**config.mk**
```make
export PLATFORM = sky130hd
export DESIGN_NAME = adc_sequencer
export DESIGN_NICKNAME = d
export VERILOG_FILES = /design/src/adc_irq_pkg.sv /design/src/step_tick.sv /design/src/irq_flags.sv /design/src/adc_sequencer.sv
export SDC_FILE = /design/constraint.sdc
export NUM_CORES = 1
export LEC_CHECK = 0
export BUFFER_PORTS_ARGS = -buffer_cell sky130_fd_sc_hd__buf_4
export CAP_MARGIN = 25
export CORE_AREA = 2 2 88 90
export CTS_CLUSTER_DIAMETER = 100
export DETAILED_ROUTE_END_ITERATION = 10
export DIE_AREA = 0 0 90 92
export MAX_ROUTING_LAYER = met4
export PLACE_DENSITY = 0.7
export SETUP_SLACK_MARGIN = 0.05
export SYNTH_ARGS = -nofsm -noshare
export SYNTH_HDL_FRONTEND = slang
export SYNTH_SLANG_ARGS = --single-unit
```
**constraint.sdc**
```tcl
create_clock -name mclk -period 4 [get_ports mclk]
set_input_delay 0.8 -clock mclk [delete_from_list [all_inputs] [get_ports mclk]]
set_output_delay 0.8 -clock mclk [all_outputs]
set_load 0.03 [all_outputs]
```
**src/adc_irq_pkg.sv**
```systemverilog
// shared constants and types for the converter sequencer and interrupt block
package adc_irq_pkg;
    // clock and timing
    localparam int CLK_MHZ = 200;
    localparam int T_PHASE_US = 2000; // warm-up and integration phase, about 2 ms
    localparam int RES_STEPS = 256; // 8-bit result resolution
    localparam int STEP_CYC_DEF = (T_PHASE_US * CLK_MHZ) / RES_STEPS; // rounded down
    localparam int WARM_STEPS = RES_STEPS;
    localparam int INT_STEPS = RES_STEPS;
    // register offsets
    localparam logic [7:0] ADDR_CTRL = 8'h0B;
    localparam logic [7:0] ADDR_DATA = 8'h0C;
    localparam logic [7:0] ADDR_MASK = 8'h0D;
    localparam logic [7:0] ADDR_FLAGS = 8'h0E;
    // converter_control fields
    localparam int CTRL_OVF_BIT = 5;
    localparam int CTRL_READY_BIT = 4;
    localparam int CTRL_START_BIT = 3;
    localparam int CTRL_EN_BIT = 2;
    localparam int CTRL_SEL_LSB = 0;
    // interrupt_request_flags fields
    localparam int FLG_UV_BIT = 7;
    localparam int FLG_UCMD_BIT = 6;
    localparam int FLG_PERR_BIT = 5;
    localparam int FLG_DONE_BIT = 4;
    localparam int FLG_COMP_LSB = 0;
    // reset values
    localparam logic [7:0] CTRL_RST = 8'h00;
    localparam logic [7:0] DATA_RST = 8'h00;
    localparam logic [7:0] MASK_RST = 8'h00;
    localparam logic [7:0] FLAGS_RST = 8'h00;

    typedef enum logic [1:0] {
        ST_IDLE = 2'b00,
        ST_WARM = 2'b01,
        ST_INTEG = 2'b10,
        ST_DEINT = 2'b11
    } conv_state_t;

    // one register access, taken in the cycle wr or rd is high
    typedef struct packed {
        logic wr;
        logic rd;
        logic [7:0] addr;
        logic [7:0] wdata;
    } reg_req_t;

    // analog front-end controls
    typedef struct packed {
        logic integrate;
        logic deintegrate;
        logic [1:0] mux_sel;
        logic path_en;
        logic ref_en;
    } analog_ctl_t;
endpackage

```
**src/step_tick.sv**
```systemverilog
// step enable generator for the conversion timebase
`timescale 1ns/1ps
`default_nettype none
module step_tick import adc_irq_pkg::*; #(
    parameter int STEP_CYCLES = STEP_CYC_DEF
) (
    // clock and reset
    input wire logic mclk,
    input wire logic rst_n,
    // control and pulse
    input wire logic run,
    output logic tick
);
    logic [15:0] cnt_q;

    // free count while running, restart when idle
    always_ff @(posedge mclk or negedge rst_n) begin
        if (!rst_n) begin
            cnt_q <= 16'h0000;
        end else if (!run || cnt_q == 16'(STEP_CYCLES - 1)) begin
            cnt_q <= 16'h0000;
        end else begin
            cnt_q <= cnt_q + 16'h0001;
        end
    end

    assign tick = run && (cnt_q == 16'(STEP_CYCLES - 1));

    property p_tick_spacing;
        @(posedge mclk) disable iff (!rst_n)
        tick |=> !tick;
    endproperty
    a_tick_spacing: assert property (p_tick_spacing) else $error("step tick too close");
endmodule // step_tick
`default_nettype wire

```
**src/irq_flags.sv**
```systemverilog
// sticky interrupt flags, mask gating and open-drain request pin
`timescale 1ns/1ps
`default_nettype none
module irq_flags import adc_irq_pkg::*; (
    // clock and reset
    input wire logic mclk,
    input wire logic rst_n,
    // events and software access
    input wire logic [7:0] set_evt,
    input wire logic [7:0] clr_w1c,
    input wire logic [7:0] mask,
    output logic [7:0] flags_q,
    // request pin
    output logic irq_n_out,
    output logic irq_n_oe
);
    logic [7:0] flags_d;

    // a set in the clearing cycle wins; all flags held side by side
    always_comb begin
        flags_d = (flags_q & ~clr_w1c) | set_evt;
    end

    always_ff @(posedge mclk or negedge rst_n) begin
        if (!rst_n) begin
            flags_q <= FLAGS_RST;
        end else begin
            flags_q <= flags_d;
        end
    end

    // pull low while any unmasked flag pends, else release
    assign irq_n_out = 1'b0;
    assign irq_n_oe = |(flags_q & ~mask);

    property p_w1c;
        @(posedge mclk) disable iff (!rst_n)
        (clr_w1c[FLG_DONE_BIT] && !set_evt[FLG_DONE_BIT]) |=> !flags_q[FLG_DONE_BIT];
    endproperty
    a_w1c: assert property (p_w1c) else $error("flag not cleared by one");

    property p_set_kept;
        @(posedge mclk) disable iff (!rst_n)
        set_evt[FLG_DONE_BIT] |=> flags_q[FLG_DONE_BIT]
            ##1 (flags_q[FLG_DONE_BIT] || $past(clr_w1c[FLG_DONE_BIT]));
    endproperty
    a_set_kept: assert property (p_set_kept) else $error("event flag lost");

    property p_pin;
        @(posedge mclk) disable iff (!rst_n)
        $rose(flags_q[FLG_UV_BIT]) && !mask[FLG_UV_BIT] |-> irq_n_oe;
    endproperty
    a_pin: assert property (p_pin) else $error("request pin not driven");

    c_irq: cover property (@(posedge mclk) disable iff (!rst_n) $fell(irq_n_oe));
endmodule // irq_flags
`default_nettype wire

```
**src/adc_sequencer.sv**
```systemverilog
// converter sequencer with register file and interrupt request
// Overview of operation
// - result is an 8-bit dual-slope code over reference to twice reference
// - first enable adds an extra warm-up of about 2 ms
// - fixed 2 ms input integration then 0 to 2 ms reference de-integration
// - one of four pins reaches the converter through the input multiplexer
// - converter disabled after reset; enable bit turns it on and off
// - writing one to a cleared start bit while enabled begins a conversion
// - result-ready bit set on completion, 2 to 4 ms after start, 4 to 6 ms with the warm-up
// - conversion-done flag raised together with result-ready
// - reference on while enable pin high and no shutdown executed
// - request pin pulled low while any unmasked flag pends
// - flags: 7 undervoltage, 6 undefined command, 5 parity, 4 done, 3:0 comparators
// - comparator flag only for a pin set as comparator, on a trip
// - mask blocks the pin but the flag is still latched
// - writing one clears a flag; writing zero leaves it
// - no hardware priority; all pending flags visible together
// - two-bit select field, values 0 to 3 pick the pin
// - converter path active unless the pin is a general purpose output
`timescale 1ns/1ps
`default_nettype none
module adc_sequencer import adc_irq_pkg::*; #(
    parameter int STEP_CYCLES = STEP_CYC_DEF
) (
    // clock and reset
    input wire logic mclk,
    input wire logic rst_n,
    // register access
    input wire reg_req_t req,
    output logic [7:0] rdata_q,
    // device state
    input wire logic en_pin,
    input wire logic shutdown_active,
    // multi-function pin configuration and comparator trips
    input wire logic [3:0] gpo_enable,
    input wire logic [3:0] comp_enable,
    input wire logic [3:0] comp_trip,
    // other event sources, one-cycle pulses
    input wire logic uv_event,
    input wire logic undef_cmd_event,
    input wire logic parity_err_event,
    // analog front end
    input wire logic integ_zero,
    output analog_ctl_t ana_q,
    // request pin, open drain
    output logic irq_n_out,
    output logic irq_n_oe
);
    // true when the given pin works as general purpose output
    function automatic logic pin_is_gpo(input logic [3:0] gpo, input logic [1:0] sel);
        pin_is_gpo = gpo[sel];
    endfunction

    conv_state_t state_q, state_d;
    logic [1:0] sel_q;
    logic en_q, start_q, ready_q, ovf_q, warm_done_q;
    logic [7:0] data_q, mask_q;
    logic [8:0] cnt_q;
    logic tick, wr_ctrl, start_trig, conv_done, conv_ovf, ref_on, en_now;
    logic [7:0] flags_q, set_evt, clr_w1c;

    assign wr_ctrl = req.wr && (req.addr == ADDR_CTRL);
    // launch only on a written zero-to-one of the start bit while enabled
    assign start_trig = wr_ctrl && req.wdata[CTRL_START_BIT] && !start_q
                        && req.wdata[CTRL_EN_BIT];
    assign ref_on = en_pin && !shutdown_active;
    // enable as it stands after a write in this cycle, so enable plus start launches
    assign en_now = wr_ctrl ? req.wdata[CTRL_EN_BIT] : en_q;

    // timebase: one step is 1/256 of a 2 ms phase
    step_tick #(.STEP_CYCLES(STEP_CYCLES)) u_tick (
        .mclk(mclk),
        .rst_n(rst_n),
        .run(state_q != ST_IDLE),
        .tick(tick)
    );

    // converter control register fields
    always_ff @(posedge mclk or negedge rst_n) begin
        if (!rst_n) begin
            sel_q <= CTRL_RST[CTRL_SEL_LSB +: 2];
            en_q <= CTRL_RST[CTRL_EN_BIT];
            start_q <= CTRL_RST[CTRL_START_BIT];
        end else if (wr_ctrl) begin
            sel_q <= req.wdata[CTRL_SEL_LSB +: 2];
            en_q <= req.wdata[CTRL_EN_BIT];
            start_q <= req.wdata[CTRL_START_BIT];
        end
    end

    // interrupt mask register
    always_ff @(posedge mclk or negedge rst_n) begin
        if (!rst_n) begin
            mask_q <= MASK_RST;
        end else if (req.wr && req.addr == ADDR_MASK) begin
            mask_q <= req.wdata;
        end
    end

    // completion: reference crossing or full-scale overflow
    assign conv_ovf = (state_q == ST_DEINT) && tick && (cnt_q == 9'(RES_STEPS - 1));
    assign conv_done = (state_q == ST_DEINT) && (integ_zero || conv_ovf);

    // conversion phase sequencing
    always_comb begin
        state_d = state_q;
        case (state_q)
            ST_IDLE: begin
                if (start_trig) begin
                    state_d = warm_done_q ? ST_INTEG : ST_WARM;
                end
            end
            ST_WARM: begin
                if (tick && cnt_q == 9'(WARM_STEPS - 1)) begin
                    state_d = ST_INTEG;
                end
            end
            ST_INTEG: begin
                if (tick && cnt_q == 9'(INT_STEPS - 1)) begin
                    state_d = ST_DEINT;
                end
            end
            ST_DEINT: begin
                if (conv_done) begin
                    state_d = ST_IDLE;
                end
            end
            default: state_d = ST_IDLE;
        endcase
        // disable or loss of reference abandons a conversion
        if (!en_now || !ref_on) begin
            state_d = ST_IDLE;
        end
    end

    // state register and step counter
    always_ff @(posedge mclk or negedge rst_n) begin
        if (!rst_n) begin
            state_q <= ST_IDLE;
            cnt_q <= 9'h000;
        end else begin
            state_q <= state_d;
            if (state_d != state_q) begin
                cnt_q <= 9'h000;
            end else if (tick) begin
                cnt_q <= cnt_q + 9'h001;
            end
        end
    end

    // warm-up is needed only for the first activation
    always_ff @(posedge mclk or negedge rst_n) begin
        if (!rst_n) begin
            warm_done_q <= 1'b0;
        end else if (state_q == ST_WARM && state_d == ST_INTEG) begin
            warm_done_q <= 1'b1;
        end
    end

    // result, ready and overflow capture
    always_ff @(posedge mclk or negedge rst_n) begin
        if (!rst_n) begin
            data_q <= DATA_RST;
            ready_q <= CTRL_RST[CTRL_READY_BIT];
            ovf_q <= CTRL_RST[CTRL_OVF_BIT];
        end else if (conv_done) begin
            data_q <= conv_ovf ? 8'hFF : cnt_q[7:0];
            ready_q <= 1'b1;
            ovf_q <= conv_ovf;
        end else if (start_trig && state_q == ST_IDLE) begin
            ready_q <= 1'b0;
            ovf_q <= 1'b0;
        end
    end

    // analog controls, registered
    always_ff @(posedge mclk or negedge rst_n) begin
        if (!rst_n) begin
            ana_q <= '0;
        end else begin
            ana_q.integrate <= (state_d == ST_INTEG);
            ana_q.deintegrate <= (state_d == ST_DEINT);
            ana_q.mux_sel <= sel_q;
            ana_q.path_en <= !pin_is_gpo(gpo_enable, sel_q);
            ana_q.ref_en <= ref_on;
        end
    end

    // event sources into flag positions
    always_comb begin
        set_evt = 8'h00;
        set_evt[FLG_UV_BIT] = uv_event;
        set_evt[FLG_UCMD_BIT] = undef_cmd_event;
        set_evt[FLG_PERR_BIT] = parity_err_event;
        set_evt[FLG_DONE_BIT] = conv_done;
        set_evt[FLG_COMP_LSB +: 4] = comp_trip & comp_enable & ~gpo_enable;
        clr_w1c = (req.wr && req.addr == ADDR_FLAGS) ? req.wdata : 8'h00;
    end

    irq_flags u_irq (
        .mclk(mclk),
        .rst_n(rst_n),
        .set_evt(set_evt),
        .clr_w1c(clr_w1c),
        .mask(mask_q),
        .flags_q(flags_q),
        .irq_n_out(irq_n_out),
        .irq_n_oe(irq_n_oe)
    );

    // registered read data, unmapped offsets read zero
    always_ff @(posedge mclk or negedge rst_n) begin
        if (!rst_n) begin
            rdata_q <= 8'h00;
        end else if (req.rd) begin
            case (req.addr)
                ADDR_CTRL: rdata_q <= {2'b00, ovf_q, ready_q, start_q, en_q, sel_q};
                ADDR_DATA: rdata_q <= data_q;
                ADDR_MASK: rdata_q <= mask_q;
                ADDR_FLAGS: rdata_q <= flags_q;
                default: rdata_q <= 8'h00;
            endcase
        end
    end

    property p_disabled_idle;
        @(posedge mclk) disable iff (!rst_n)
        !en_q && !start_trig |=> state_q == ST_IDLE;
    endproperty
    a_disabled_idle: assert property (p_disabled_idle)
        else $error("busy while disabled");

    property p_launch;
        @(posedge mclk) disable iff (!rst_n)
        start_trig && state_q == ST_IDLE && ref_on |=> state_q inside {ST_WARM, ST_INTEG};
    endproperty
    a_launch: assert property (p_launch) else $error("start not taken");

    property p_no_relaunch;
        @(posedge mclk) disable iff (!rst_n)
        wr_ctrl && start_q && state_q == ST_IDLE |=> state_q == ST_IDLE;
    endproperty
    a_no_relaunch: assert property (p_no_relaunch)
        else $error("launched without 0-1");

    property p_warm_once;
        @(posedge mclk) disable iff (!rst_n)
        start_trig && state_q == ST_IDLE && warm_done_q && ref_on |=> state_q == ST_INTEG;
    endproperty
    a_warm_once: assert property (p_warm_once) else $error("warm-up repeated");

    property p_done_ready;
        @(posedge mclk) disable iff (!rst_n)
        conv_done |=> ready_q && flags_q[FLG_DONE_BIT]
            && data_q == $past(conv_ovf ? 8'hFF : cnt_q[7:0]);
    endproperty
    a_done_ready: assert property (p_done_ready)
        else $error("done not reported");

    property p_ref;
        @(posedge mclk) disable iff (!rst_n)
        !en_pin |=> !ana_q.ref_en && state_q == ST_IDLE;
    endproperty
    a_ref: assert property (p_ref) else $error("reference on with pin low");

    property p_path;
        @(posedge mclk) disable iff (!rst_n)
        gpo_enable[sel_q] |=> !ana_q.path_en;
    endproperty
    a_path: assert property (p_path) else $error("path open on output pin");

    property p_mux_sel;
        @(posedge mclk) disable iff (!rst_n)
        wr_ctrl |=> sel_q == $past(req.wdata[CTRL_SEL_LSB +: 2])
            ##1 ana_q.mux_sel == $past(sel_q);
    endproperty
    a_mux_sel: assert property (p_mux_sel)
        else $error("input select not applied");

    property p_comp_only;
        @(posedge mclk) disable iff (!rst_n)
        (comp_trip & comp_enable & ~gpo_enable) == 4'h0
            |=> (flags_q[FLG_COMP_LSB +: 4] & ~$past(flags_q[FLG_COMP_LSB +: 4])) == 4'h0;
    endproperty
    a_comp_only: assert property (p_comp_only)
        else $error("stray comparator flag");

    property p_ready_clear;
        @(posedge mclk) disable iff (!rst_n)
        start_trig && state_q == ST_IDLE |=> !ready_q;
    endproperty
    a_ready_clear: assert property (p_ready_clear)
        else $error("ready kept over a new start");

    property p_overflow;
        @(posedge mclk) disable iff (!rst_n)
        conv_ovf |=> data_q == 8'hFF && ready_q;
    endproperty
    a_overflow: assert property (p_overflow)
        else $error("overflow not saturated");

    property p_release;
        @(posedge mclk) disable iff (!rst_n)
        (flags_q & ~mask_q) == 8'h00 |-> !irq_n_oe;
    endproperty
    a_release: assert property (p_release)
        else $error("request pin held with nothing pending");

    c_full_conv: cover property (@(posedge mclk) disable iff (!rst_n) conv_done && !conv_ovf);
    c_overflow: cover property (@(posedge mclk) disable iff (!rst_n) conv_ovf);
    c_warm: cover property (@(posedge mclk) disable iff (!rst_n) state_q == ST_WARM ##1 state_q == ST_INTEG);
endmodule // adc_sequencer
`default_nettype wire

```
==> results.cfg <==
[status]
outcome = finished, final reports clean

[power_and_ir_drop]
peakVddDrop_v = 0.000158
powerDensity_nw_per_um2 = 352
leakage_nw = 1.89
pwr-share-seq_pct = 50.7
comb_power_share_pct = 6.7
switching_share_pct = 22.4
p_int_mw = 1.15
power.switching_mw = 0.332
pwr-share-clk_pct = 42.7

[cts]
cts-root-buf = clkbuf_8
post_cts_buffers = 0
numCtsBuffers = 9
cts_tree = yes
cts.path.max_buffers = 2
cts_sinks = 72
path_clk_slew_ns = 0.07
worstSkewPairLatency_ns = 0.35
cts_max_level = 3
post_cts_resized = 0
cts_hold_buffers = 0

[logic_synthesis]
synth_cell_types = 50
syn-instance-count = 339
syn-cell-area_um2 = 3550
ys.flop_type = dfrtp_1
async_reset_ff_share_pct = 100
ys_seq_area_share_pct = 50.7
ys_warn_count = 0
yosys_register_bits = 72
syn_nets = 381
syn_area_per_cell_um2 = 10.5
synth-edff-count = 0

[global_route]
antenna_found_initial = 0
overflow = 0
grt_max_degree = 73
grt_pass1_vias = 2706
grt_usage_pct = 20.4
grt_pass1_wl_mm = 13.1

[sta]
hold_viol = 0
drv_slew = 0
fin_ws_ns = 1.58
fmax_mhz = 414
rsz0062_at_grt = false
slew-limit-headroom_pct = 39.7
fin_hold_ws_ns = 0.474
finalSetupViolCount = 0
finalCritPeriodShare_pct = 60.4
period_needed_ns = 2.42
setup-tns-final_ns = 0
skew_ns = 0.0117
worstMarginPinSlew_ns = 0.905

[hold_path]
hold_depth = 0
min_path_type = register to register
worstHoldStart = sel_q[1]
hold_end = ana_q[3]

[finish]
flow.area_growth_from_synthesis_pct = 18.9
antenna_cells = 0
layout_commonest_cell = dfrtp_1
finish.utilization_pct = 56.7
drive_above_1_share_pct = 24.9
nets = 431
mostFrequentLayoutCells = 72 x dfrtp_1, 52 x buf_4, 27 x nor2_1
nFillCells = 673

[setup_path]
slowest_delay_ns = 0.54
critical_path.startpoint_type = register
cp_slowest_cell = or4_1
crit_required_ns = 3.20
r2r_end = data_q[3]
cp.arrival_ns = 1.62
crit-reg2reg-launch = cnt_q[0]
worst-r2r-cell-count = 9
critPathMaxFanout = 2
worstPathCellList = inv_1, o22ai_1, or4_1, buf_4
r2r_slack_ns = 1.59
critical_path_class = register to output pin
endpoint_kind = output pin

[die]
start_util_pct = 47.7
coreArea_um2 = 7450
die-area_um2 = 8280
die_h_um = 92
io_pins = 54
die_w_um = 90
rows = 32

[routing]
avgRoutedWirePerCell_um = 15.4
vias_per_cell = 5.49
ant_nets = 0
vias = 2722
initialDrtViolationCount = 162
drc_errors = 0
dr.pass1.iters = 4
wirelength_mm = 7.66

[placement]
place.gp.congestion = 0.926
hpwl_mm = 5.62
port_buffers = 52
dp_slack_ns = 1.37

[flow_run]
maxCapViolCount = 0
[worst max-delay path: cells and delay by family, from the launching register on]
kind	cells	cell delay, ns
AO/OA/AOI/OAI	1	0.10
flip-flops	1	0.39
buffers and inverters	2	0.27
AND/OR/NAND/NOR	1	0.54
[power groups by stage]
stage / registers [mW] / logic, mW / clock network, mW
3_3_place_gp: 0.767 / 0.0995 / 0
6_report: 0.753 / 0.0995 / 0.634
2_1_floorplan: 0.768 / 0.0375 / 0
5_1_grt: 0.754 / 0.110 / 0.682
4_1_cts: 0.753 / 0.101 / 0.646
3_5_place_dp: 0.767 / 0.101 / 0
[metal layers]
metal	wire, um	up-vias	GRT usage (%)
li1	-	1313	-
met1	3430	1334	25.8
met2	3780	65	33.1
met3	319	10	3.45
met4	122	0	7.82
met5	0	-	-
[sequential cells by signal (all words and copies together), names as in the netlist, 2 cells and up]
signal         cells
u_tick.cnt_q      16
u_irq.flags_q      8
state_q            2
data_q             8
cnt_q              9
ana_q              6
sel_q              2
mask_q             8
rdata_q            8
[Yosys cell counts, types with 5 or more instances]
cell	instances	share of area [%]
dfrtp_1	72	51
nor2_1	27	2.9
inv_1	24	2.5
nand2_1	21	2.2
nand3_1	17	2.4
o22a_1	15	3.7
a22oi_1	12	2.5
mux2_2	12	3.8
o22ai_1	10	1.8
xor2_1	10	2.5
o21ai_0	9	1.3
a21o_1	8	1.7
xnor2_1	7	1.7
nand4_1	6	1.1
nor2_2	6	1.1
a21oi_1	5	0.70
nor2b_1	5	0.88
or4_1	5	1.1
[logic make-up after synthesis]
group,count (synthesis),synth area share [%]
muxes,17,5.71
xor gates and xnor gates,17,4.19
and+or+nand+nor,118,18.5
DFF,72,50.7
other,1,0.106
buffers and inverters,37,4.47
adders and majority gates,4,1.41
AOI/OAI and AO/OA,73,14.9
[worst max path at each step]
stage          depth (start not counted)  slack, ns        startpoint   endpoint
3_3_place_gp                           6       1.43           req[13]   cnt_q[8]
3_5_place_dp                           6       1.37           req[13]   cnt_q[6]
2_1_floorplan                          8       1.76            req[8]   cnt_q[5]
5_1_grt                                9       1.38          cnt_q[0]  data_q[3]
6_report                               4       1.58  u_irq.flags_q[3]   irq_n_oe
4_1_cts                                4       1.56  u_irq.flags_q[3]   irq_n_oe
[layout make-up]
| type | instances | area, um^2 | share of cell area (%) |
|---|---|---|---|
| well taps | 102 | 128 | 3.02 |
| multi-input cells | 230 | 1590 | 37.7 |
| clock inverters | 6 | 82.6 | 1.96 |
| clock buffers | 10 | 138 | 3.26 |
| repair buffers | 52 | 390 | 9.25 |
| inverters | 24 | 90.1 | 2.13 |
| flip-flops and latches | 72 | 1800 | 42.7 |
[through the flow]
step	std cells	power, mW	area, um^2
floorplan	339	0.806	3550
global placement	480	0.866	4000
detailed placement	480	0.868	4000
CTS	496	1.50	4220
global route	496	1.55	4220
finish	496	1.49	4220
(Power assumes the default switching activity.)
